<file path="config.mk">
export PLATFORM = sky130hd
export DESIGN_NAME = tcx_timer_counter
export DESIGN_NICKNAME = d
export VERILOG_FILES = /design/src/hw/tcx_pkg.sv /design/src/hw/tcx_sync_if.sv /design/src/hw/tcx_sync.sv /design/src/hw/tcx_timer_counter.sv
export VERILOG_INCLUDE_DIRS = /design/src /design/src/hw
export SDC_FILE = /design/constraint.sdc
export NUM_CORES = 1
export LEC_CHECK = 0
export BUFFER_PORTS_ARGS = -buffer_cell sky130_fd_sc_hd__buf_2
export CORE_UTILIZATION = 56
export CTS_CLUSTER_DIAMETER = 50
export DETAILED_ROUTE_END_ITERATION = 12
export GPL_ROUTABILITY_DRIVEN = 0
export GPL_TIMING_DRIVEN = 0
export PLACE_DENSITY = 0.75
export SKIP_LAST_GASP = 1
export SLEW_MARGIN = 10
export SYNTH_ARGS = -nofsm -noshare
export SYNTH_HDL_FRONTEND = slang
export SYNTH_SLANG_ARGS = --single-unit
export TNS_END_PERCENT = 50
</file>
<file path="constraint.sdc">
create_clock -name clk -period 5.4 [get_ports clk]
set_input_delay 1.08 -clock clk [delete_from_list [all_inputs] [get_ports clk]]
set_output_delay 1.08 -clock clk [all_outputs]
set_load 0.1 [all_outputs]
</file>
<file path="src/hw/tcx_regs.svh">
`ifndef TCX_REGS_SVH
`define TCX_REGS_SVH

// register indices, byte address is four times the index
`define TCX_IDX_CTRL_MAIN     5'h00
`define TCX_IDX_READ_REQ      5'h02
`define TCX_IDX_CTRLB_CLR     5'h04
`define TCX_IDX_CTRLB_SET     5'h05
`define TCX_IDX_CAPTURE_CTRL  5'h06
`define TCX_IDX_DEBUG_CTRL    5'h08
`define TCX_IDX_EVENT_CTRL    5'h0a
`define TCX_IDX_IRQ_EN_CLR    5'h0c
`define TCX_IDX_IRQ_EN_SET    5'h0d
`define TCX_IDX_IRQ_FLAGS     5'h0e
`define TCX_IDX_STATUS        5'h0f
`define TCX_IDX_COUNT         5'h10
`define TCX_IDX_PERIOD        5'h14
`define TCX_IDX_CC0           5'h18
`define TCX_IDX_CC1           5'h19

// control_main fields
`define TCX_CM_SOFT_RESET_BIT          0
`define TCX_CM_ENABLE         1
`define TCX_CM_RUN_IN_STANDBY       11
// control_b fields
`define TCX_CB_DIR            0
`define TCX_CB_ONESHOT        2
`define TCX_CB_CMD_LSB        6
`define TCX_CB_STORE_MASK     8'h05
// capture_control fields
`define TCX_CC_CPTEN_LSB      4
// event_control fields
`define TCX_EV_ACT_LSB        0
`define TCX_EV_INVERT         4
`define TCX_EV_INPUT_EN       5
`define TCX_EV_OVF_OUT        8
`define TCX_EV_MC_OUT_LSB     12
// debug_control field
`define TCX_DBG_RUN           0
// read_request fields kept
`define TCX_RR_STORE_MASK     16'h401f
// irq flag positions
`define TCX_IRQ_OVF           0
`define TCX_IRQ_ERR           1
`define TCX_IRQ_SYNCRDY       3
`define TCX_IRQ_MC_LSB        4
// counter_status positions
`define TCX_ST_STOP           3
`define TCX_ST_SYNC_PENDING   7

// reset values
`define TCX_PERIOD_RESET      8'hff
// clk cycles a synchronized write waits before its apply cycle
`define TCX_SYNC_CYCLES       3

`endif

</file>
<file path="src/hw/tcx_pkg.sv">
package tcx_pkg;

    // input event actions
    typedef enum logic [2:0] {
        TCX_ACT_OFF               = 3'h0,
        TCX_ACT_RETRIGGER         = 3'h1,
        TCX_ACT_COUNT_EV          = 3'h2,
        TCX_ACT_START             = 3'h3,
        TCX_ACT_STEP              = 3'h4,
        TCX_ACT_PERIOD_THEN_WIDTH = 3'h5,
        TCX_ACT_WIDTH_THEN_PERIOD = 3'h6
    } tcx_event_action_sel_t;

    // software commands in control_b
    typedef enum logic [1:0] {
        TCX_CMD_NONE      = 2'h0,
        TCX_CMD_RETRIGGER = 2'h1,
        TCX_CMD_STOP      = 2'h2
    } tcx_cmd_t;

    // write synchronizer states, gray along idle-wait-apply
    typedef enum logic [1:0] {
        TCX_SYNC_IDLE  = 2'h0,
        TCX_SYNC_WAIT  = 2'h1,
        TCX_SYNC_APPLY = 2'h3
    } tcx_sync_state_t;

endpackage

</file>
<file path="src/hw/tcx_sync_if.sv">
`timescale 1ns/1ps
interface tcx_sync_if;
    logic        req;        // write accepted on the bus
    logic [4:0]  idx;        // register index of the write
    logic [15:0] data;       // write data
    logic        busy;       // write still in flight
    logic        apply;      // value takes effect this edge
    logic [4:0]  apply_idx;  // index being applied
    logic [15:0] apply_data; // data being applied

    modport ctrl (output req, idx, data, input busy, apply, apply_idx, apply_data);
    modport sync (input req, idx, data, output busy, apply, apply_idx, apply_data);
endinterface

</file>
<file path="src/hw/tcx_sync.sv">
`timescale 1ns/1ps
`include "tcx_regs.svh"
module tcx_sync #(
    parameter int SYNC_CYCLES = `TCX_SYNC_CYCLES
) (
    // clock and reset
    input wire logic clk,
    input wire logic nrst,
    // write hand-over
    tcx_sync_if.sync port
);
    tcx_pkg::tcx_sync_state_t state;      // current state
    logic [3:0]               wait_cnt;   // cycles left in flight
    logic [4:0]               held_idx;   // captured index
    logic [15:0]              held_data;  // captured data

    // busy from acceptance until the applying edge
    assign port.busy       = (state != tcx_pkg::TCX_SYNC_IDLE);
    assign port.apply      = (state == tcx_pkg::TCX_SYNC_APPLY);
    assign port.apply_idx  = held_idx;
    assign port.apply_data = held_data;

    // hold the write, count the crossing delay, then apply
    always_ff @(posedge clk) begin
        if (!nrst) begin
            state     <= tcx_pkg::TCX_SYNC_IDLE;
            wait_cnt  <= 4'h0;
            held_idx  <= 5'h00;
            held_data <= 16'h0000;
        end else begin
            case (state)
                tcx_pkg::TCX_SYNC_IDLE: begin
                    // take a new write
                    if (port.req) begin
                        held_idx  <= port.idx;
                        held_data <= port.data;
                        wait_cnt  <= 4'(SYNC_CYCLES - 1);
                        state     <= tcx_pkg::TCX_SYNC_WAIT;
                    end
                end
                tcx_pkg::TCX_SYNC_WAIT: begin
                    // crossing delay
                    if (wait_cnt == 4'h0) begin
                        state <= tcx_pkg::TCX_SYNC_APPLY;
                    end else begin
                        wait_cnt <= wait_cnt - 4'h1;
                    end
                end
                tcx_pkg::TCX_SYNC_APPLY: begin
                    state <= tcx_pkg::TCX_SYNC_IDLE;
                end
                default: begin
                    state <= tcx_pkg::TCX_SYNC_IDLE;
                end
            endcase
        end
    end
endmodule

</file>
<file path="src/hw/tcx_timer_counter.sv">
// Summary of operation
// - emits overflow event and per-channel match events
// - match event only while its enable bit set
// - event_action_sel picks exactly one input action
// - input events ignored while event_input_en clear
// - standby halts counter unless run_in_standby set
// - running in sleep still raises irq, events
// - soft reset, enable writes cross before effect
// - control, count, period, compare writes synchronized
// - those registers read back counter-side values
// - 8-bit count, period, compares at own offsets
// - control registers keep the same offsets
// - capture order picks period and width channels
// - invert moves restart to falling edge
//
// Decided for this implementation: register access over APB.
`timescale 1ns/1ps
`include "tcx_regs.svh"
module tcx_timer_counter #(
    parameter int CHANNELS    = 2,
    parameter int SYNC_CYCLES = `TCX_SYNC_CYCLES
) (
    // clock and reset
    input  wire logic        clk,
    input  wire logic        nrst,
    // apb slave
    input  wire logic [7:0]  paddr,
    input  wire logic        psel,
    input  wire logic        penable,
    input  wire logic        pwrite,
    input  wire logic [31:0] pwdata,
    output logic [31:0]      prdata,
    output logic             pready,
    output logic             pslverr,
    // event input from routing, asynchronous
    input  wire logic        event_in,
    // power and debug state
    input  wire logic        standby,
    input  wire logic        debug_halt,
    // event outputs and interrupt
    output logic             ovf_event,
    output logic [1:0]       mc_event,
    output logic             irq
);
    // software registers
    logic [15:0]         ctrl_main;     // control_main
    logic [15:0]         read_req;      // read_request
    logic [7:0]          ctrl_b;        // dir and one-shot
    logic [7:0]          capture_ctrl;  // capture_control
    logic [7:0]          debug_ctrl;    // debug_control
    logic [15:0]         event_ctrl;    // event_control
    logic [7:0]          irq_en;        // interrupt enables
    logic [7:0]          irq_flags;     // sticky flags
    // counter state
    logic [7:0]          count;         // count_value
    logic [7:0]          period;        // period_value
    logic [CHANNELS-1:0][7:0] cc;       // compare_capture values
    logic                running;       // low while stopped
    // event input synchronizer and edge history
    logic                ev_meta;       // first stage
    logic                ev_sync;       // second stage
    logic                ev_prev;       // previous oriented level

    tcx_sync_if sif();

    tcx_sync #(
        .SYNC_CYCLES (SYNC_CYCLES)
    ) u_sync (
        .clk  (clk),
        .nrst (nrst),
        .port (sif)
    );

    // registers whose writes cross into the counter side
    function automatic logic is_synced(input logic [4:0] i);
        return (i == `TCX_IDX_CTRL_MAIN)    || (i == `TCX_IDX_CTRLB_CLR) ||
               (i == `TCX_IDX_CTRLB_SET)    || (i == `TCX_IDX_CAPTURE_CTRL) ||
               (i == `TCX_IDX_COUNT)        || (i == `TCX_IDX_PERIOD) ||
               (i == `TCX_IDX_CC0)          || (i == `TCX_IDX_CC1);
    endfunction

    // every decoded index
    function automatic logic is_mapped(input logic [4:0] i);
        return is_synced(i) || (i == `TCX_IDX_READ_REQ) ||
               (i == `TCX_IDX_DEBUG_CTRL) || (i == `TCX_IDX_EVENT_CTRL) ||
               (i == `TCX_IDX_IRQ_EN_CLR) || (i == `TCX_IDX_IRQ_EN_SET) ||
               (i == `TCX_IDX_IRQ_FLAGS)  || (i == `TCX_IDX_STATUS);
    endfunction

    // bus decode
    wire [4:0]  idx        = paddr[6:2];
    wire        addr_ok    = (paddr[1:0] == 2'h0) && !paddr[7] && is_mapped(idx);
    wire        sync_stall = pwrite && addr_ok && is_synced(idx) && sif.busy;
    wire        acc_go     = psel && penable && !pready && !sync_stall;
    wire        wr_fire    = psel && penable && pready && pwrite && !pslverr;
    wire        wr_direct  = wr_fire && !is_synced(idx);
    wire [15:0] wdata      = pwdata[15:0];

    // hand a synchronized write to the crossing stage
    assign sif.req  = wr_fire && is_synced(idx);
    assign sif.idx  = idx;
    assign sif.data = wdata;

    // applied writes, one pulse each
    wire ap        = sif.apply;
    wire ap_main   = ap && (sif.apply_idx == `TCX_IDX_CTRL_MAIN);
    wire ap_b_clr  = ap && (sif.apply_idx == `TCX_IDX_CTRLB_CLR);
    wire ap_b_set  = ap && (sif.apply_idx == `TCX_IDX_CTRLB_SET);
    wire ap_cap    = ap && (sif.apply_idx == `TCX_IDX_CAPTURE_CTRL);
    wire ap_count  = ap && (sif.apply_idx == `TCX_IDX_COUNT);
    wire ap_period = ap && (sif.apply_idx == `TCX_IDX_PERIOD);
    wire [7:0] ap_byte = sif.apply_data[7:0];

    // soft reset acts only once crossed
    wire soft_rst  = ap_main && sif.apply_data[`TCX_CM_SOFT_RESET_BIT];
    wire rst_all   = !nrst || soft_rst;

    // control fields
    wire        enabled      = ctrl_main[`TCX_CM_ENABLE];
    wire        en_rise      = ap_main && !enabled && sif.apply_data[`TCX_CM_ENABLE];
    wire        run_stdby    = ctrl_main[`TCX_CM_RUN_IN_STANDBY];
    wire        count_down   = ctrl_b[`TCX_CB_DIR];
    wire        one_shot     = ctrl_b[`TCX_CB_ONESHOT];
    wire [1:0]  cpten        = capture_ctrl[`TCX_CC_CPTEN_LSB +: 2];
    wire        input_en     = event_ctrl[`TCX_EV_INPUT_EN];
    wire        invert       = event_ctrl[`TCX_EV_INVERT];
    wire        ovf_out_en   = event_ctrl[`TCX_EV_OVF_OUT];
    wire [1:0]  mc_out_en    = event_ctrl[`TCX_EV_MC_OUT_LSB +: 2];
    wire tcx_pkg::tcx_event_action_sel_t act = tcx_pkg::tcx_event_action_sel_t'(event_ctrl[`TCX_EV_ACT_LSB +: 3]);
    wire tcx_pkg::tcx_cmd_t   cmd = ap_b_set ?
        tcx_pkg::tcx_cmd_t'(ap_byte[`TCX_CB_CMD_LSB +: 2]) : tcx_pkg::TCX_CMD_NONE;

    // halt in standby unless allowed to run, or under debug
    wire halted = (standby && !run_stdby) ||
                  (debug_halt && !debug_ctrl[`TCX_DBG_RUN]);
    wire live   = enabled && !halted;

    // oriented event level and its edges, gated by input enable
    wire ev_lvl  = ev_sync ^ invert;
    wire ev_rise = input_en && live && ev_lvl && !ev_prev;
    wire ev_fall = input_en && live && !ev_lvl && ev_prev;

    // one decoded action at a time
    wire act_retrig = (act == tcx_pkg::TCX_ACT_RETRIGGER);
    wire act_start  = (act == tcx_pkg::TCX_ACT_START);
    wire act_evcnt  = (act == tcx_pkg::TCX_ACT_COUNT_EV) ||
                      (act == tcx_pkg::TCX_ACT_STEP);
    wire act_ppw    = (act == tcx_pkg::TCX_ACT_PERIOD_THEN_WIDTH);
    wire act_pwp    = (act == tcx_pkg::TCX_ACT_WIDTH_THEN_PERIOD);
    wire cap_mode   = act_ppw || act_pwp;
    wire per_ch     = act_pwp;

    // counting step and wrap
    wire       tick     = live && running && (act_evcnt ? ev_rise : 1'b1);
    wire       at_top   = count_down ? (count == 8'h00) : (count == period);
    wire       wrap     = tick && at_top;
    wire [7:0] step_val = at_top ? (count_down ? period : 8'h00) :
                          (count_down ? count - 8'h01 : count + 8'h01);

    // restart sources: events, command, capture restart edge
    wire start_ev  = act_start && ev_rise && !running;
    wire restart   = live && ((act_retrig && ev_rise) || start_ev ||
                     (cmd == tcx_pkg::TCX_CMD_RETRIGGER) || (cap_mode && ev_rise));
    wire stop_now  = (cmd == tcx_pkg::TCX_CMD_STOP) || (wrap && one_shot) ||
                     (en_rise && act_start);
    wire [7:0] next_count = ap_count ? ap_byte :
                            restart ? (count_down ? period : 8'h00) :
                            tick ? step_val : count;
    wire next_running = restart ? 1'b1 : stop_now ? 1'b0 : running;

    // per channel match and capture
    logic [CHANNELS-1:0] mc_hit;   // match or stored capture
    logic [CHANNELS-1:0] cap_err;  // capture while flag still set

    genvar ch;
    generate
        for (ch = 0; ch < CHANNELS; ch++) begin : g_chan
            wire is_per   = (1'(ch) == per_ch);
            wire cap_hit  = cap_mode && cpten[ch] && (is_per ? ev_rise : ev_fall);
            wire flag_set = irq_flags[`TCX_IRQ_MC_LSB + ch];
            wire cap_ok   = cap_hit && !flag_set;
            wire match    = tick && !cpten[ch] && (count == cc[ch]);
            wire wr_cc    = ap && (sif.apply_idx == ((ch == 0) ? `TCX_IDX_CC0 : `TCX_IDX_CC1));
            assign mc_hit[ch]  = match || cap_ok;
            assign cap_err[ch] = cap_hit && flag_set;

            // compare value, capture wins over a crossed write
            always_ff @(posedge clk) begin
                if (rst_all) begin
                    cc[ch] <= 8'h00;
                end else if (cap_ok) begin
                    cc[ch] <= count;
                end else if (wr_cc) begin
                    cc[ch] <= ap_byte;
                end
            end
        end
    endgenerate

    // interrupt sources in flag layout
    wire [7:0] irq_set = {2'b00, mc_hit, ap, 1'b0, |cap_err, wrap};
    wire [7:0] irq_w1c = (wr_direct && idx == `TCX_IDX_IRQ_FLAGS) ? wdata[7:0] : 8'h00;
    wire [7:0] next_flags = (irq_flags & ~irq_w1c) | irq_set;

    // status as seen by software
    wire [7:0] status_val = ({7'h00, sif.busy} << `TCX_ST_SYNC_PENDING) |
                            ({7'h00, !running} << `TCX_ST_STOP);

    // read data, counter-side copies for the synchronized set
    wire [31:0] rd_value =
        (idx == `TCX_IDX_CTRL_MAIN)    ? {16'h0000, ctrl_main} :
        (idx == `TCX_IDX_READ_REQ)     ? {16'h0000, read_req} :
        (idx == `TCX_IDX_CTRLB_CLR)    ? {24'h000000, ctrl_b} :
        (idx == `TCX_IDX_CTRLB_SET)    ? {24'h000000, ctrl_b} :
        (idx == `TCX_IDX_CAPTURE_CTRL) ? {24'h000000, capture_ctrl} :
        (idx == `TCX_IDX_DEBUG_CTRL)   ? {24'h000000, debug_ctrl} :
        (idx == `TCX_IDX_EVENT_CTRL)   ? {16'h0000, event_ctrl} :
        (idx == `TCX_IDX_IRQ_EN_CLR)   ? {24'h000000, irq_en} :
        (idx == `TCX_IDX_IRQ_EN_SET)   ? {24'h000000, irq_en} :
        (idx == `TCX_IDX_IRQ_FLAGS)    ? {24'h000000, irq_flags} :
        (idx == `TCX_IDX_STATUS)       ? {24'h000000, status_val} :
        (idx == `TCX_IDX_COUNT)        ? {24'h000000, count} :
        (idx == `TCX_IDX_PERIOD)       ? {24'h000000, period} :
        (idx == `TCX_IDX_CC0)          ? {24'h000000, cc[0]} :
        (idx == `TCX_IDX_CC1)          ? {24'h000000, cc[1]} : 32'h00000000;

    // apb answer: one wait state, stretched for a synchronized write while a crossing is busy
    always_ff @(posedge clk) begin
        if (!nrst) begin
            pready  <= 1'b0;
            prdata  <= 32'h00000000;
            pslverr <= 1'b0;
        end else begin
            pready  <= acc_go;
            pslverr <= acc_go && !addr_ok;
            if (acc_go) begin
                prdata <= (pwrite || !addr_ok) ? 32'h00000000 : rd_value;
            end
        end
    end

    // event pin, two stages before any logic
    always_ff @(posedge clk) begin
        if (!nrst) begin
            ev_meta <= 1'b0;
            ev_sync <= 1'b0;
            ev_prev <= 1'b0;
        end else begin
            ev_meta <= event_in;
            ev_sync <= ev_meta;
            ev_prev <= ev_lvl;
        end
    end

    // crossed control registers
    always_ff @(posedge clk) begin
        if (rst_all) begin
            ctrl_main    <= 16'h0000;
            ctrl_b       <= 8'h00;
            capture_ctrl <= 8'h00;
        end else begin
            if (ap_main) begin
                ctrl_main <= sif.apply_data & ~16'h0001;
            end
            if (ap_b_set) begin
                ctrl_b <= ctrl_b | (ap_byte & `TCX_CB_STORE_MASK);
            end else if (ap_b_clr) begin
                ctrl_b <= ctrl_b & ~(ap_byte & `TCX_CB_STORE_MASK);
            end
            if (ap_cap) begin
                capture_ctrl <= ap_byte;
            end
        end
    end

    // directly written registers
    always_ff @(posedge clk) begin
        if (rst_all) begin
            read_req   <= 16'h0000;
            debug_ctrl <= 8'h00;
            event_ctrl <= 16'h0000;
            irq_en     <= 8'h00;
        end else if (wr_direct) begin
            case (idx)
                `TCX_IDX_READ_REQ:   read_req   <= wdata & `TCX_RR_STORE_MASK;
                `TCX_IDX_DEBUG_CTRL: debug_ctrl <= wdata[7:0];
                `TCX_IDX_EVENT_CTRL: event_ctrl <= wdata;
                `TCX_IDX_IRQ_EN_SET: irq_en     <= irq_en | wdata[7:0];
                `TCX_IDX_IRQ_EN_CLR: irq_en     <= irq_en & ~wdata[7:0];
                default:             irq_en     <= irq_en;
            endcase
        end
    end

    // counting core
    always_ff @(posedge clk) begin
        if (rst_all) begin
            count   <= 8'h00;
            period  <= `TCX_PERIOD_RESET;
            running <= 1'b1;
        end else begin
            count   <= next_count;
            running <= next_running;
            if (ap_period) begin
                period <= ap_byte;
            end
        end
    end

    // flags, set wins over a same-cycle clear
    always_ff @(posedge clk) begin
        if (rst_all) begin
            irq_flags <= 8'h00;
        end else begin
            irq_flags <= next_flags;
        end
    end

    // registered outputs: events and interrupt line
    always_ff @(posedge clk) begin
        if (rst_all) begin
            ovf_event <= 1'b0;
            mc_event  <= 2'b00;
            irq       <= 1'b0;
        end else begin
            ovf_event <= wrap && ovf_out_en;
            mc_event  <= mc_hit & mc_out_en;
            irq       <= |(next_flags & irq_en);
        end
    end

endmodule

</file>
Word level (Yosys, flattened, before mapping)
Index checks and enable logic that the tools add are counted.

operators by class
  eq/ne operators = 37
  bitwise logic cells = 13
  add/sub/neg operators = 3
  reduce and logical (&&, ||, !) cells = 124
  mux-type cells = 41

operator list
  operator                                             number
  two-way mux 8 bit                                    21
  two-way mux 16 bit                                   8
  logical AND 1 bit                                    57
  equality test 5 bit, second input constant           8
  bitwise AND 8 bit                                    4
  equality test 5 x 3 -> 1 bit, second input constant  6
  equality test 5 x 4 -> 1 bit, second input constant  6
  logical OR 1 bit                                     26
  equality test 8 bit                                  3
  logical NOT 1 bit                                    18
  inverter 8 bit                                       2
  one-hot mux 8 bit (2 select lines)                   1
  AND reduction 2 bit                                  6
  nonzero test 2 bit                                   6
  logical NOT 5 bit                                    2
  equality test 3 bit, second input constant           3
  adder 8 x 1 -> 8 bit, second input constant          1
  logical NOT 8 bit                                    1
  two-way mux 4 bit                                    2
  inverter 3 -> 8 bit                                  1
  OR 8 x 3 -> 8 bit                                    1
  OR 8 x 4 -> 8 bit                                    1
  OR 8 x 6 -> 8 bit                                    1
  OR 8 bit                                             1
  other kinds (21)                                     32

storage, ports and cells
  logic and storage cells = 244
  bits in registers = 178

Longest topological paths before layout
Gate-level depths: netlist of run 1.

  depth after elaboration = 22
  gate-level depth with buffers = 9
  mapped depth without buffers = 8

Hierarchy
Synthesis of run 1 repeated with hierarchy kept, for this count alone.

second synthesis, totals
  cells, all modules = 1045
  area total of the unflattened synthesis = 8286.7 um^2

modules (own cells, without submodules)
  module             seq. area each (um^2)  area each (um^2)  cells an instance  times used
  tcx_timer_counter  2582.5                 7235.7            920                1
  tcx_sync           540.5                  1051.0            125                1

Worst setup path before layout of run 1
Ideal clock, no wire load.

  kind = input to register
  start = input port paddr[2]
  end = register irq
  setup slack = 2.628 ns
  library setup time = 0.139 ns
  stages = 7
  data required time = 5.261 ns
  arrival time = 2.634 ns
  cell sequence = buf_6 > or3b_1 > nor4b_4 > nand2_1 > a311oi_1 > o221a_2 > a41oi_1

on the way
  longest elaborated chain between the ends = 17

ends and longest elaborated chain
  item                                                                                line                      text
  from (decl)                                                                         tcx_timer_counter.sv:27   input wire logic [7:0] paddr,
  equality test 5 x 3 -> 1 bit (no line) / logical NOT 5 bit (equally long branches)  --
  logical OR 1 bit (7 in a row)                                                       tcx_timer_counter.sv:76   return (i == `TCX_IDX_CTRL_MAIN) || (i == `TCX_IDX_CTRLB_CLR) ||
  logical NOT 1 bit                                                                   tcx_timer_counter.sv:96   wire wr_direct = wr_fire && !is_synced(idx);
  logical AND 1 bit                                                                   tcx_timer_counter.sv:96
  logical AND 1 bit (no line) (*)                                                     --
  two-way mux 8 bit (*)                                                               tcx_timer_counter.sv:202  wire [7:0] irq_w1c = (wr_direct && idx == `TCX_IDX_IRQ_FLAGS) ? wdata[7:0] : 8'h00;
  inverter 8 bit (*)                                                                  tcx_timer_counter.sv:203  wire [7:0] next_flags = (irq_flags & ~irq_w1c) | irq_set;
  bitwise AND 8 bit (*)                                                               tcx_timer_counter.sv:203
  OR 8 x 6 -> 8 bit (*)                                                               tcx_timer_counter.sv:203
  bitwise AND 8 bit (*)                                                               tcx_timer_counter.sv:328  irq <= |(next_flags & irq_en);
  OR reduction 8 bit (*)                                                              tcx_timer_counter.sv:328
  to (signal assigned)                                                                tcx_timer_counter.sv:328
  to (decl)                                                                           tcx_timer_counter.sv:43   output logic irq

Every way passes the cells marked *; elsewhere a longest branch is shown, timed or not.
A chain may end at the register's enable or synchronous reset.

Worst setup path in the final report of run 1
  start = input port paddr[4]
  end = register prdata[0]

on the way
  longest elaborated chain between the ends = 21

ends and longest elaborated chain
  item                                                                         line                      text
  parallel branches: the longest is 21 deep, another holds two-way mux 16 bit  --
  to (signal assigned)                                                         tcx_timer_counter.sv:237  prdata <= (pwrite || !addr_ok) ? 32'h00000000 : rd_value;
  to (decl)                                                                    tcx_timer_counter.sv:32   output logic [31:0] prdata,

Several ways; the timed one is not identified.

==> results of run 1 <==
-- where the power goes --
group	total (mW)	switching (mW)	internal, mW
clock network	1.13	0.524	0.608
logic	0.203	0.155	0.0479
registers	1.15	0.00227	1.15
total	2.49	0.682	1.81
-- sequential cells by signal (all words and copies together) (netlist names), 2 cells and up, named ones only --
register,count
cc,16
event_ctrl,16
prdata,16
u_sync.port.apply_data,16
ctrl_main,15
capture_ctrl,8
count,8
debug_ctrl,8
irq_flags,8
period,8
read_req,6
u_sync.port.apply_idx,5
u_sync.wait_cnt,4
mc_event,2
u_sync.state,2
-- area by class of cell --
| type | count | area share (%) |
|---|---|---|
| multi-input cells | 779 | 50.2 |
| plain buffers | 94 | 5.12 |
| flip-flops and latches | 156 | 32.9 |
| well taps | 184 | 2.42 |
| clock inverters | 13 | 1.15 |
| inverters | 26 | 1.03 |
| repair buffers | 50 | 2.63 |
| clock buffers | 18 | 4.62 |
-- worst max-delay path, stage by stage --
cell      delay [ns]
buf_4           0.14
clkbuf_1        0.40
clkbuf_1        0.61
o21ai_0         0.26
a21oi_1         0.24
a211oi_1        0.11
o31ai_1         0.38
a32o_1          0.19
-- kinds of logic after synthesis --
| kind of cell | Yosys count | share of synthesized area [%] |
|---|---|---|
| mux | 56 | 6.73 |
| flops | 156 | 37.1 |
| xor+xnor | 32 | 3.33 |
| buf+inv | 120 | 6.94 |
| other cells | 1 | 0.0445 |
| simple gates | 389 | 22.8 |
| compound gates | 277 | 21.6 |
| fa+ha+maj | 9 | 1.43 |
-- metal layers --
metal | vias to the layer above | GRT usage, %
met5 | - | 0
met4 | 0 | 19.7
li1 | 3846 | -
met1 | 3795 | 46.6
met3 | 89 | 8.85
met2 | 499 | 51.8
-- synth_stat cells (14+ instances only) --
library cell  count
mux2i_1          51
nand2b_1         16
a22oi_1          17
o21ai_0          39
nand3_1          27
dfxtp_1         156
nor3_1           14
nor2_1           84
nor2b_1          15
nand2_1         148
inv_1            25
a21oi_1         103
xnor2_1          20
clkbuf_1         34
buf_2            27
a211oi_1         20
buf_4            20
-- per-stage QoR --
step | hold slack, ns | instances | total power [mW] | instance area (µm²) | setup slack, ns
detailed placement | 0.428 | 1289 | 1.38 | 8960 | 2.04
global placement | 0.415 | 1289 | 1.38 | 8960 | 2.04
floorplan | 0.412 | 1055 | 1.32 | 8480 | 2.63
global route | 0.466 | 1320 | 2.55 | 9500 | 2.17
CTS | 0.436 | 1320 | 2.48 | 9500 | 2.42
finish | 0.435 | 1320 | 2.49 | 9500 | 2.35
-- worst min-delay path by stage --
stage / depth (start not counted) / to / slack [ns] / from
after global placement: 1 / ev_sync / 0.41 / ev_meta
after floorplan: 1 / ev_sync / 0.41 / ev_meta
after CTS: 1 / ev_sync / 0.44 / ev_meta
after global routing: 1 / ev_sync / 0.47 / ev_meta
final: 1 / ev_sync / 0.44 / ev_meta
after detailed placement: 1 / ev_sync / 0.43 / ev_meta
==> metrics.txt, run 1 <==
power per cell area=262 nW/µm²; maxcap violations=0; total track usage=35.1%; clock tree root buffer cell=clkbuf_16; Antenna Violating Nets Remaining=0; FF-to-FF path depth=9; register area share after synthesis=37.1%; RR Startpoint=count[0]; Final Critical Period=3.05 ns; routed wl met3=2.88 mm; post-synthesis cell count=1,040; sequential cell area=3120 µm²; Fmax=0.328 GHz; initial antenna violation count=0; Vias per Instance=6.23; I/O Pins=86; kind of start point of the critical path=primary input; number of synthesized flops with an enable pin=0; CTS resizes=0; leakage power=3.68 nW; main area contributors after synthesis=dfxtp_1, nand2_1, a21oi_1; row count=44; Yosys reg bits=156; WL final=27.2 mm; Highest Signal Layer=met4; Worst IR Drop VDD=0.000249 V; count of clock tree sinks=156; Post-Synthesis Cell Area=8420 µm²; Critical Path RT=5.77 ns; crit path max fanout=10; Setup crit start=paddr[4]; RSZ-0062 raised after global routing=false; met1 WL=11.3 mm; Die W=125 µm; Num CTS Buffers=17; vias in the first global route=7,414; clk_lat worst skew=0.44 ns; met2 wire len=11.7 mm; CTS Hold Bufs=0; number of I/O port buffers=50; critical path type=primary input to flip-flop; Fin. Hold Viols=0; drt pass-1 iters=6; Synth Flop Type=dfxtp_1; HPWL after DPL=19.9 mm; mean post-synth cell area=8.10 µm²; first-pass GRT wire length=41.8 mm; initial core utilization=57.7%; period utilization=56.5%; Synth warnings=0; DR vias=8,229; reg2reg end=count[6]; Post-CTS Setup Inserts=0; global route total overflow=0; WP data arrival=3.42 ns; crit path capture type=flip-flop; area grow syn2layout=12.9%; largest net degree at the start of global routing=17; max_slew headroom=44.3%; worst setup path end=prdata[0]; share of cells above drive strength 1=13.9%; DRC=0; setup_tns=0 ns; Worst-path clk slew=0.07 ns; n_diodes=0; FILL cells=1,304; final-stage net count=1,181; post-synth top area share=37.1%; most common cell after layout, fill and taps aside=dfxtp_1; TritonCTS clock tree=done; area of the multi-input gates=4770 µm²; worst slew pin tran=0.828 ns; commonest non-fill, non-tap cells in the layout=dfxtp_1, nand2_1, a21oi_1; H-tree depth=4; die area=15,500 µm²; Yosys top cell by area=dfxtp_1; wire length per cell=20.6 µm; Async SR Flop Fraction=0%; R2R Setup Slk=2.37 ns; Distinct cells, synth=92; DR iter-0 viols=999; Die Span Y=125 µm; status=finished clean; Hold/Removal Path Class=flip-flop to flip-flop; Setup Viol. Count Final=0; fin. max-slew vios=0; Clock Path Buffers=2; Core ar.=14,600 µm²; Finished Core Util=65.1%; Clock Skew=0.0103 ns
No activity file was read; power rests on OpenSTA's default activity.
==> inputs of run 2 (changes only) <==
--- a/config.mk
+++ b/config.mk
@@ -7,12 +7,12 @@
 export NUM_CORES = 1
 export LEC_CHECK = 0
 export BUFFER_PORTS_ARGS = -buffer_cell sky130_fd_sc_hd__buf_2
-export CORE_UTILIZATION = 56
+export CORE_UTILIZATION = 54
 export CTS_CLUSTER_DIAMETER = 50
 export DETAILED_ROUTE_END_ITERATION = 12
 export GPL_ROUTABILITY_DRIVEN = 0
 export GPL_TIMING_DRIVEN = 0
-export PLACE_DENSITY = 0.75
+export PLACE_DENSITY = 0.76
 export SKIP_LAST_GASP = 1
 export SLEW_MARGIN = 10
 export SYNTH_ARGS = -nofsm -noshare
==> constraint.sdc (replaced) <==
create_clock -name clk -period 2.5 [get_ports clk]
set_input_delay 0.5 -clock clk [delete_from_list [all_inputs] [get_ports clk]]
set_output_delay 0.5 -clock clk [all_outputs]
set_load 0.1 [all_outputs]
==> run 2 against run 1 <==
Cell count increased by 0.61%. Largest cell class unchanged. Critical endpoint is now count[6]. Clock-buffer cell count shrank 1. Sequential power increased by 120%. Die area increased by 3.6%. First-iteration DRC count down 5.7%. Critical path type is now flip-flop to flip-flop. Flip-flop and latch count stayed put.
==> metrics.txt, run 2 (same netlist as run 1, synthesis figures left out) <==
status=finished clean (unchanged); count of clock tree sinks=156 (unchanged); final-stage net count=1,184 (was 1,181); cell with the largest stage delay on the worst path=o41ai_2 (was clkbuf_1); Total Power=5.63 mW (was 2.49 mW); Num CTS Buffers=17 (unchanged); commonest non-fill, non-tap cells in the layout=dfxtp_1, nand2_1, a21oi_1 (unchanged); DP Cell Count=1,293 (was 1,289); fin. max-slew vios=0 (unchanged); FF-to-FF path depth=8 (was 9); initial core utilization=55.4% (was 57.7%); H-tree depth=4 (unchanged); max_slew headroom=48.4% (was 44.3%); Crit path buffers/inverters=2 (was 3); n_diodes=0 (unchanged); Worst-path clk slew=0.07 ns (about the same); total track usage=34.0% (was 35.1%); Antenna Violating Nets Remaining=0 (unchanged); number of I/O port buffers=50 (unchanged); reg2reg end=count[6] (unchanged); CTS Hold Bufs=0 (unchanged); kind of start point of the critical path=flip-flop (was primary input); Min Hold Slack=0.273 ns (was 0.435 ns); Hold Crit Start=event_in (was ev_meta); global route total overflow=0 (unchanged); vias in the first global route=7,445 (was 7,414); share of cells above drive strength 1=14.9% (was 13.9%); crit path max fanout=10 (unchanged); Fmax=0.400 GHz; M1 GR Usage=44.8% (was 46.6%); drt pass-1 iters=6 (unchanged); Crit path max-delay family=compound AO/OA/AOI/OAI gates (unchanged); WL final=26.9 mm (was 27.2 mm); RSZ-0062 raised after global routing=true (was false); HPWL after DPL=19.7 mm (was 19.9 mm); Die Span Y=127 µm (was 125 µm); Clock Skew=0.00998 ns (was 0.0103 ns); most common cell after layout, fill and taps aside=dfxtp_1 (unchanged); RR Startpoint=count[6] (was count[0]); Hold Path Stages=2 (was 1); WP data arrival=2.87 ns (was 3.42 ns); Setup Viol. Count Final=0 (unchanged); TritonCTS clock tree=done (unchanged); DRC=0 (unchanged); maxcap violations=0 (unchanged); row count=45 (was 44); R2R Setup Slk=0.002 ns (was 2.37 ns); Clock Path Buffers=2 (unchanged); crit-path cells=buf_2 -> xnor2_1 -> nand4_1 -> o41ai_2 -> buf_2 -> a22oi_1 -> nand3b_1 -> a31oi_1 (was buf_4 -> clkbuf_1 -> clkbuf_1 -> o21ai_0 -> a21oi_1 -> a211oi_1 -> o31ai_1 -> a32o_1); Place WS=-0.369 ns (was 2.04 ns); worst slew pin tran=0.765 ns (was 0.828 ns); Worst path most repeated cell=buf_2 (was clkbuf_1); power per cell area=584 nW/µm² (was 262 nW/µm²); largest net degree at the start of global routing=19 (was 17); DR iter-0 viols=942 (was 999); DR vias=8,292 (was 8,229); I/O Pins=86 (unchanged); Die W=127 µm (was 125 µm); Worst IR Drop VDD=0.000562 V (was 0.000249 V); GR peak layer=met2 (unchanged); Hold/Removal Path Class=primary input to flip-flop (was flip-flop to flip-flop); Final Critical Period=2.50 ns; wire length per cell=20.3 µm (was 20.6 µm); Critical Path RT=2.87 ns (was 5.77 ns); first-pass GRT wire length=41.5 mm (was 41.8 mm); period utilization=99.9%; worst setup margin=0.00246 ns (was 2.35 ns); critical path type=flip-flop to flip-flop (was primary input to flip-flop); Vias per Instance=6.24 (was 6.23); Fin. Hold Viols=0 (unchanged); die area=16,100 µm² (was 15,500 µm²); Hold Crit Endpoint=ev_meta (was ev_sync); initial antenna violation count=1 (was 0); clock tree root buffer cell=clkbuf_16 (unchanged); M3 GR Usage=9.36% (was 8.85%); Core ar.=15,200 µm² (was 14,600 µm²); crit path capture type=flip-flop (unchanged); Largest stage delay, worst path=0.63 ns (was 0.61 ns); clk_lat worst skew=0.44 ns (about the same); Layout Cells excl Fill=1,328 (was 1,320); GR Layer Usage met2=51.8% (about the same); leakage power=3.75 nW (was 3.68 nW); area grow syn2layout=14.4% (was 12.9%)
-- run 2: how the worst max path moves through the flow --
stage / startpoint / endpoint / cells past startpoint
5_1_grt: count[0] / count[6] / 9
3_3_place_gp: count[0] / count[6] / 9
3_5_place_dp: paddr[3] / irq / 8
4_1_cts: u_sync.state[1] / event_ctrl[15] / 8
6_report: count[6] / count[6] / 8
2_1_floorplan: count[0] / count[6] / 9
-- run 2: layout make-up --
| class | count | area, µm² |
|---|---|---|
| fill | 1368 | 5570 |
| multi-input combinational | 779 | 4770 |
| sequential | 156 | 3130 |
| buffer | 94 | 503 |
| clock buffer | 17 | 425 |
| timing repair buffer | 53 | 273 |
| tap | 188 | 235 |
| clock inverter | 15 | 194 |
| inverter | 26 | 97.6 |
-- run 2: per-stage QoR --
| stage | setup TNS, ns | utilization (%) | instance area [µm²] |
|---|---|---|---|
| global placement | -3.57 | 59.0 | 8960 |
| global route | -1.20 | 63.3 | 9630 |
| detailed placement | -5.30 | 59.0 | 8960 |
| finish | 0 | 63.3 | 9630 |
| CTS | 0 | 63.1 | 9600 |
| floorplan | 0 | - | 8480 |
-- run 2: what timing repair did --
item	CTS	global route
gates resized for setup	7	6
endpoints found under the hold margin	0	0
buffers inserted	0	3
endpoints found under the setup margin	1	61
-- run 2: power by group --
part | internal (mW) | switching [mW] | leakage [nW]
Combinational | 0.104 | 0.335 | 2.19
Clock | 1.45 | 1.25 | 0.300
Sequential | 2.49 | 0.00480 | 1.26
-- run 2: routing by layer --
metal	routed length, µm	vias up
met1	11200	3852
met4	1150	2
li1	-	3869
met2	11800	484
met5	13	-
met3	2780	85
==> inputs of run 3 (changes only) <==
--- a/config.mk
+++ b/config.mk
@@ -7,6 +7,7 @@
 export NUM_CORES = 1
 export LEC_CHECK = 0
 export BUFFER_PORTS_ARGS = -buffer_cell sky130_fd_sc_hd__buf_2
+export CAP_MARGIN = 40
 export CORE_UTILIZATION = 54
 export CTS_CLUSTER_DIAMETER = 50
 export DETAILED_ROUTE_END_ITERATION = 12
==> constraint.sdc (replaced) <==
create_clock -name clk -period 2.5 [get_ports clk]
set_input_delay 0.5 -clock clk [delete_from_list [all_inputs] [get_ports clk]]
set_output_delay 0.5 -clock clk [all_outputs]
set_load 0.02 [all_outputs]
==> run 3 against run 2 <==
Sequential power about the same. Wire length increased by 1.1%. Fmax increased by 1.4%. Flip-flop and latch count unchanged. Power decreased by 1.9%. First-iteration DRC count increased by 25%. Clock skew increased by 0.0047 ns. Global-route usage about the same. Non-clock buffer count decreased by 1. Critical path depth unchanged. Combinational power decreased by 21%. Sequential share of layout area decreased by 0.055 points. Largest cell class unchanged.
==> metrics.txt, run 3 (same netlist as run 1, synthesis figures left out) <==
WP data arrival=2.76 ns (was 2.87 ns); row count=45 (unchanged); period utilization=98.6% (was 99.9%); Die Span Y=127 µm (unchanged); Worst path most repeated cell=buf_2 (unchanged); worst slew pin tran=0.737 ns (was 0.765 ns); GR peak layer=met2 (unchanged); Critical Path RT=2.80 ns (was 2.87 ns); Fmax=0.406 GHz (was 0.400 GHz); crit path capture type=flip-flop (unchanged); n_diodes=0 (unchanged); CTS Hold Bufs=0 (unchanged); critical path type=flip-flop to flip-flop (unchanged); Num CTS Buffers=17 (unchanged); total track usage=34.0% (about the same); share of cells above drive strength 1=14.8% (was 14.9%); Largest stage delay, worst path=0.45 ns (was 0.63 ns); Clock Skew=0.0147 ns (was 0.00998 ns); HPWL after DPL=19.8 mm (was 19.7 mm); Hold Crit Start=event_in (unchanged); maxcap violations=0 (unchanged); clk_lat worst skew=0.44 ns (about the same); Vias per Instance=6.34 (was 6.24); number of I/O port buffers=50 (unchanged); fin. max-slew vios=0 (unchanged); RR Startpoint=u_sync.state[0] (was count[6]); R2R Setup Slk=0.04 ns (was 0.002 ns); Core ar.=15,200 µm² (unchanged); first-pass GRT wire length=41.9 mm (was 41.5 mm); TritonCTS clock tree=done (unchanged); Setup crit start=u_sync.state[0] (was count[6]); Antenna Violating Nets Remaining=0 (unchanged); Fin. Hold Viols=0 (unchanged); global route total overflow=0 (unchanged); Worst IR Drop VDD=0.000584 V (was 0.000562 V); die area=16,100 µm² (unchanged); H-tree depth=4 (unchanged); Worst-path clk slew=0.07 ns (about the same); cell with the largest stage delay on the worst path=buf_1 (was o41ai_2); Clock Path Buffers=2 (unchanged); drt pass-1 iters=6 (unchanged); I/O Pins=86 (unchanged); M3 GR Usage=7.63% (was 9.36%); count of clock tree sinks=156 (unchanged); power per cell area=572 nW/µm² (was 584 nW/µm²); vias in the first global route=7,542 (was 7,445); DR vias=8,419 (was 8,292); Layout Cells excl Fill=1,327 (was 1,328); final-stage net count=1,183 (was 1,184); kind of start point of the critical path=flip-flop (unchanged); area grow syn2layout=14.5% (was 14.4%); Hold/Removal Path Class=primary input to flip-flop (unchanged); GR Layer Usage met2=52.1% (was 51.8%); worst setup margin=0.0362 ns (was 0.00246 ns); Die W=127 µm (unchanged); clock tree root buffer cell=clkbuf_16 (unchanged); DP Cell Count=1,293 (unchanged); Place WS=-0.377 ns (was -0.369 ns); wire length per cell=20.5 µm (was 20.3 µm); WL final=27.2 mm (was 26.9 mm); most common cell after layout, fill and taps aside=dfxtp_1 (unchanged); status=finished clean (unchanged); max_slew headroom=50.9% (was 48.4%); DRC=0 (unchanged); M1 GR Usage=45.4% (was 44.8%); largest net degree at the start of global routing=19 (unchanged); crit-path cells=buf_4 -> and4bb_2 -> and3_1 -> buf_2 -> a21o_1 -> buf_2 -> buf_1 -> nor2_1 (was buf_2 -> xnor2_1 -> nand4_1 -> o41ai_2 -> buf_2 -> a22oi_1 -> nand3b_1 -> a31oi_1); initial core utilization=55.4% (unchanged); initial antenna violation count=0 (was 1); DR iter-0 viols=1,174 (was 942); crit path max fanout=10 (unchanged); RSZ-0062 raised after global routing=true (unchanged); Final Critical Period=2.46 ns (was 2.50 ns); Setup Viol. Count Final=0 (unchanged); leakage power=3.77 nW (was 3.75 nW); commonest non-fill, non-tap cells in the layout=dfxtp_1, nand2_1, a21oi_1 (unchanged); Total Power=5.52 mW (was 5.63 mW)
[run 3: metrics by stage]
step | TNS, ns | cell area [µm²] | utilization (%) | hold WS [ns]
3_3_place_gp | -3.56 | 8960 | 58.9 | 0.420
4_1_cts | 0 | 9590 | 63.1 | 0.270
6_report | 0 | 9640 | 63.4 | 0.273
2_1_floorplan | 0 | 8480 | - | 0.412
3_5_place_dp | -3.80 | 8960 | 58.9 | 0.425
5_1_grt | -2.58 | 9640 | 63.4 | 0.272
[run 3: what timing repair did]
item | in CTS | in global routing
setup endpoints to repair | 2 | 55
setup buffers | 0 | 2
resized for setup | 8 | 9
[run 3: critical path, delay by kind of cell (launching register included)]
kind            cells  cell delay, ns
compound gates      1            0.25
buf+inv             4            1.20
flops               1            0.31
simple gates        3            0.57
[run 3: cell type report]
type                       instances  area [µm²]
fill                            1333        5560
multi-input combinational        779        4800
sequential                       156        3130
buffer                            94         502
clock buffer                      17         425
timing repair buffer              52         265
tap                              188         235
clock inverter                    15         189
inverter                          26        97.6
[run 3: layer usage]
layer	part of all wire, %	routed length, µm
met1	41	11300
met2	44	11900
met3	9.9	2700
met4	5.0	1350
met5	0	0
[run 3: report_power, final]
group / leakage (nW) / switching [mW] / total (mW) / internal [mW]
Combinational: 2.22 / 0.243 / 0.346 / 0.103
Sequential: 1.26 / 0.00452 / 2.49 / 2.49
Clock: 0.299 / 1.23 / 2.68 / 1.45
Total: 3.77 / 1.48 / 5.52 / 4.04
[run 3: final timing paths]
path,to,cells past startpoint
max,capture_ctrl[3],8
min,ev_meta,2
max reg2reg,capture_ctrl[3],8
min reg2reg,ev_sync,1
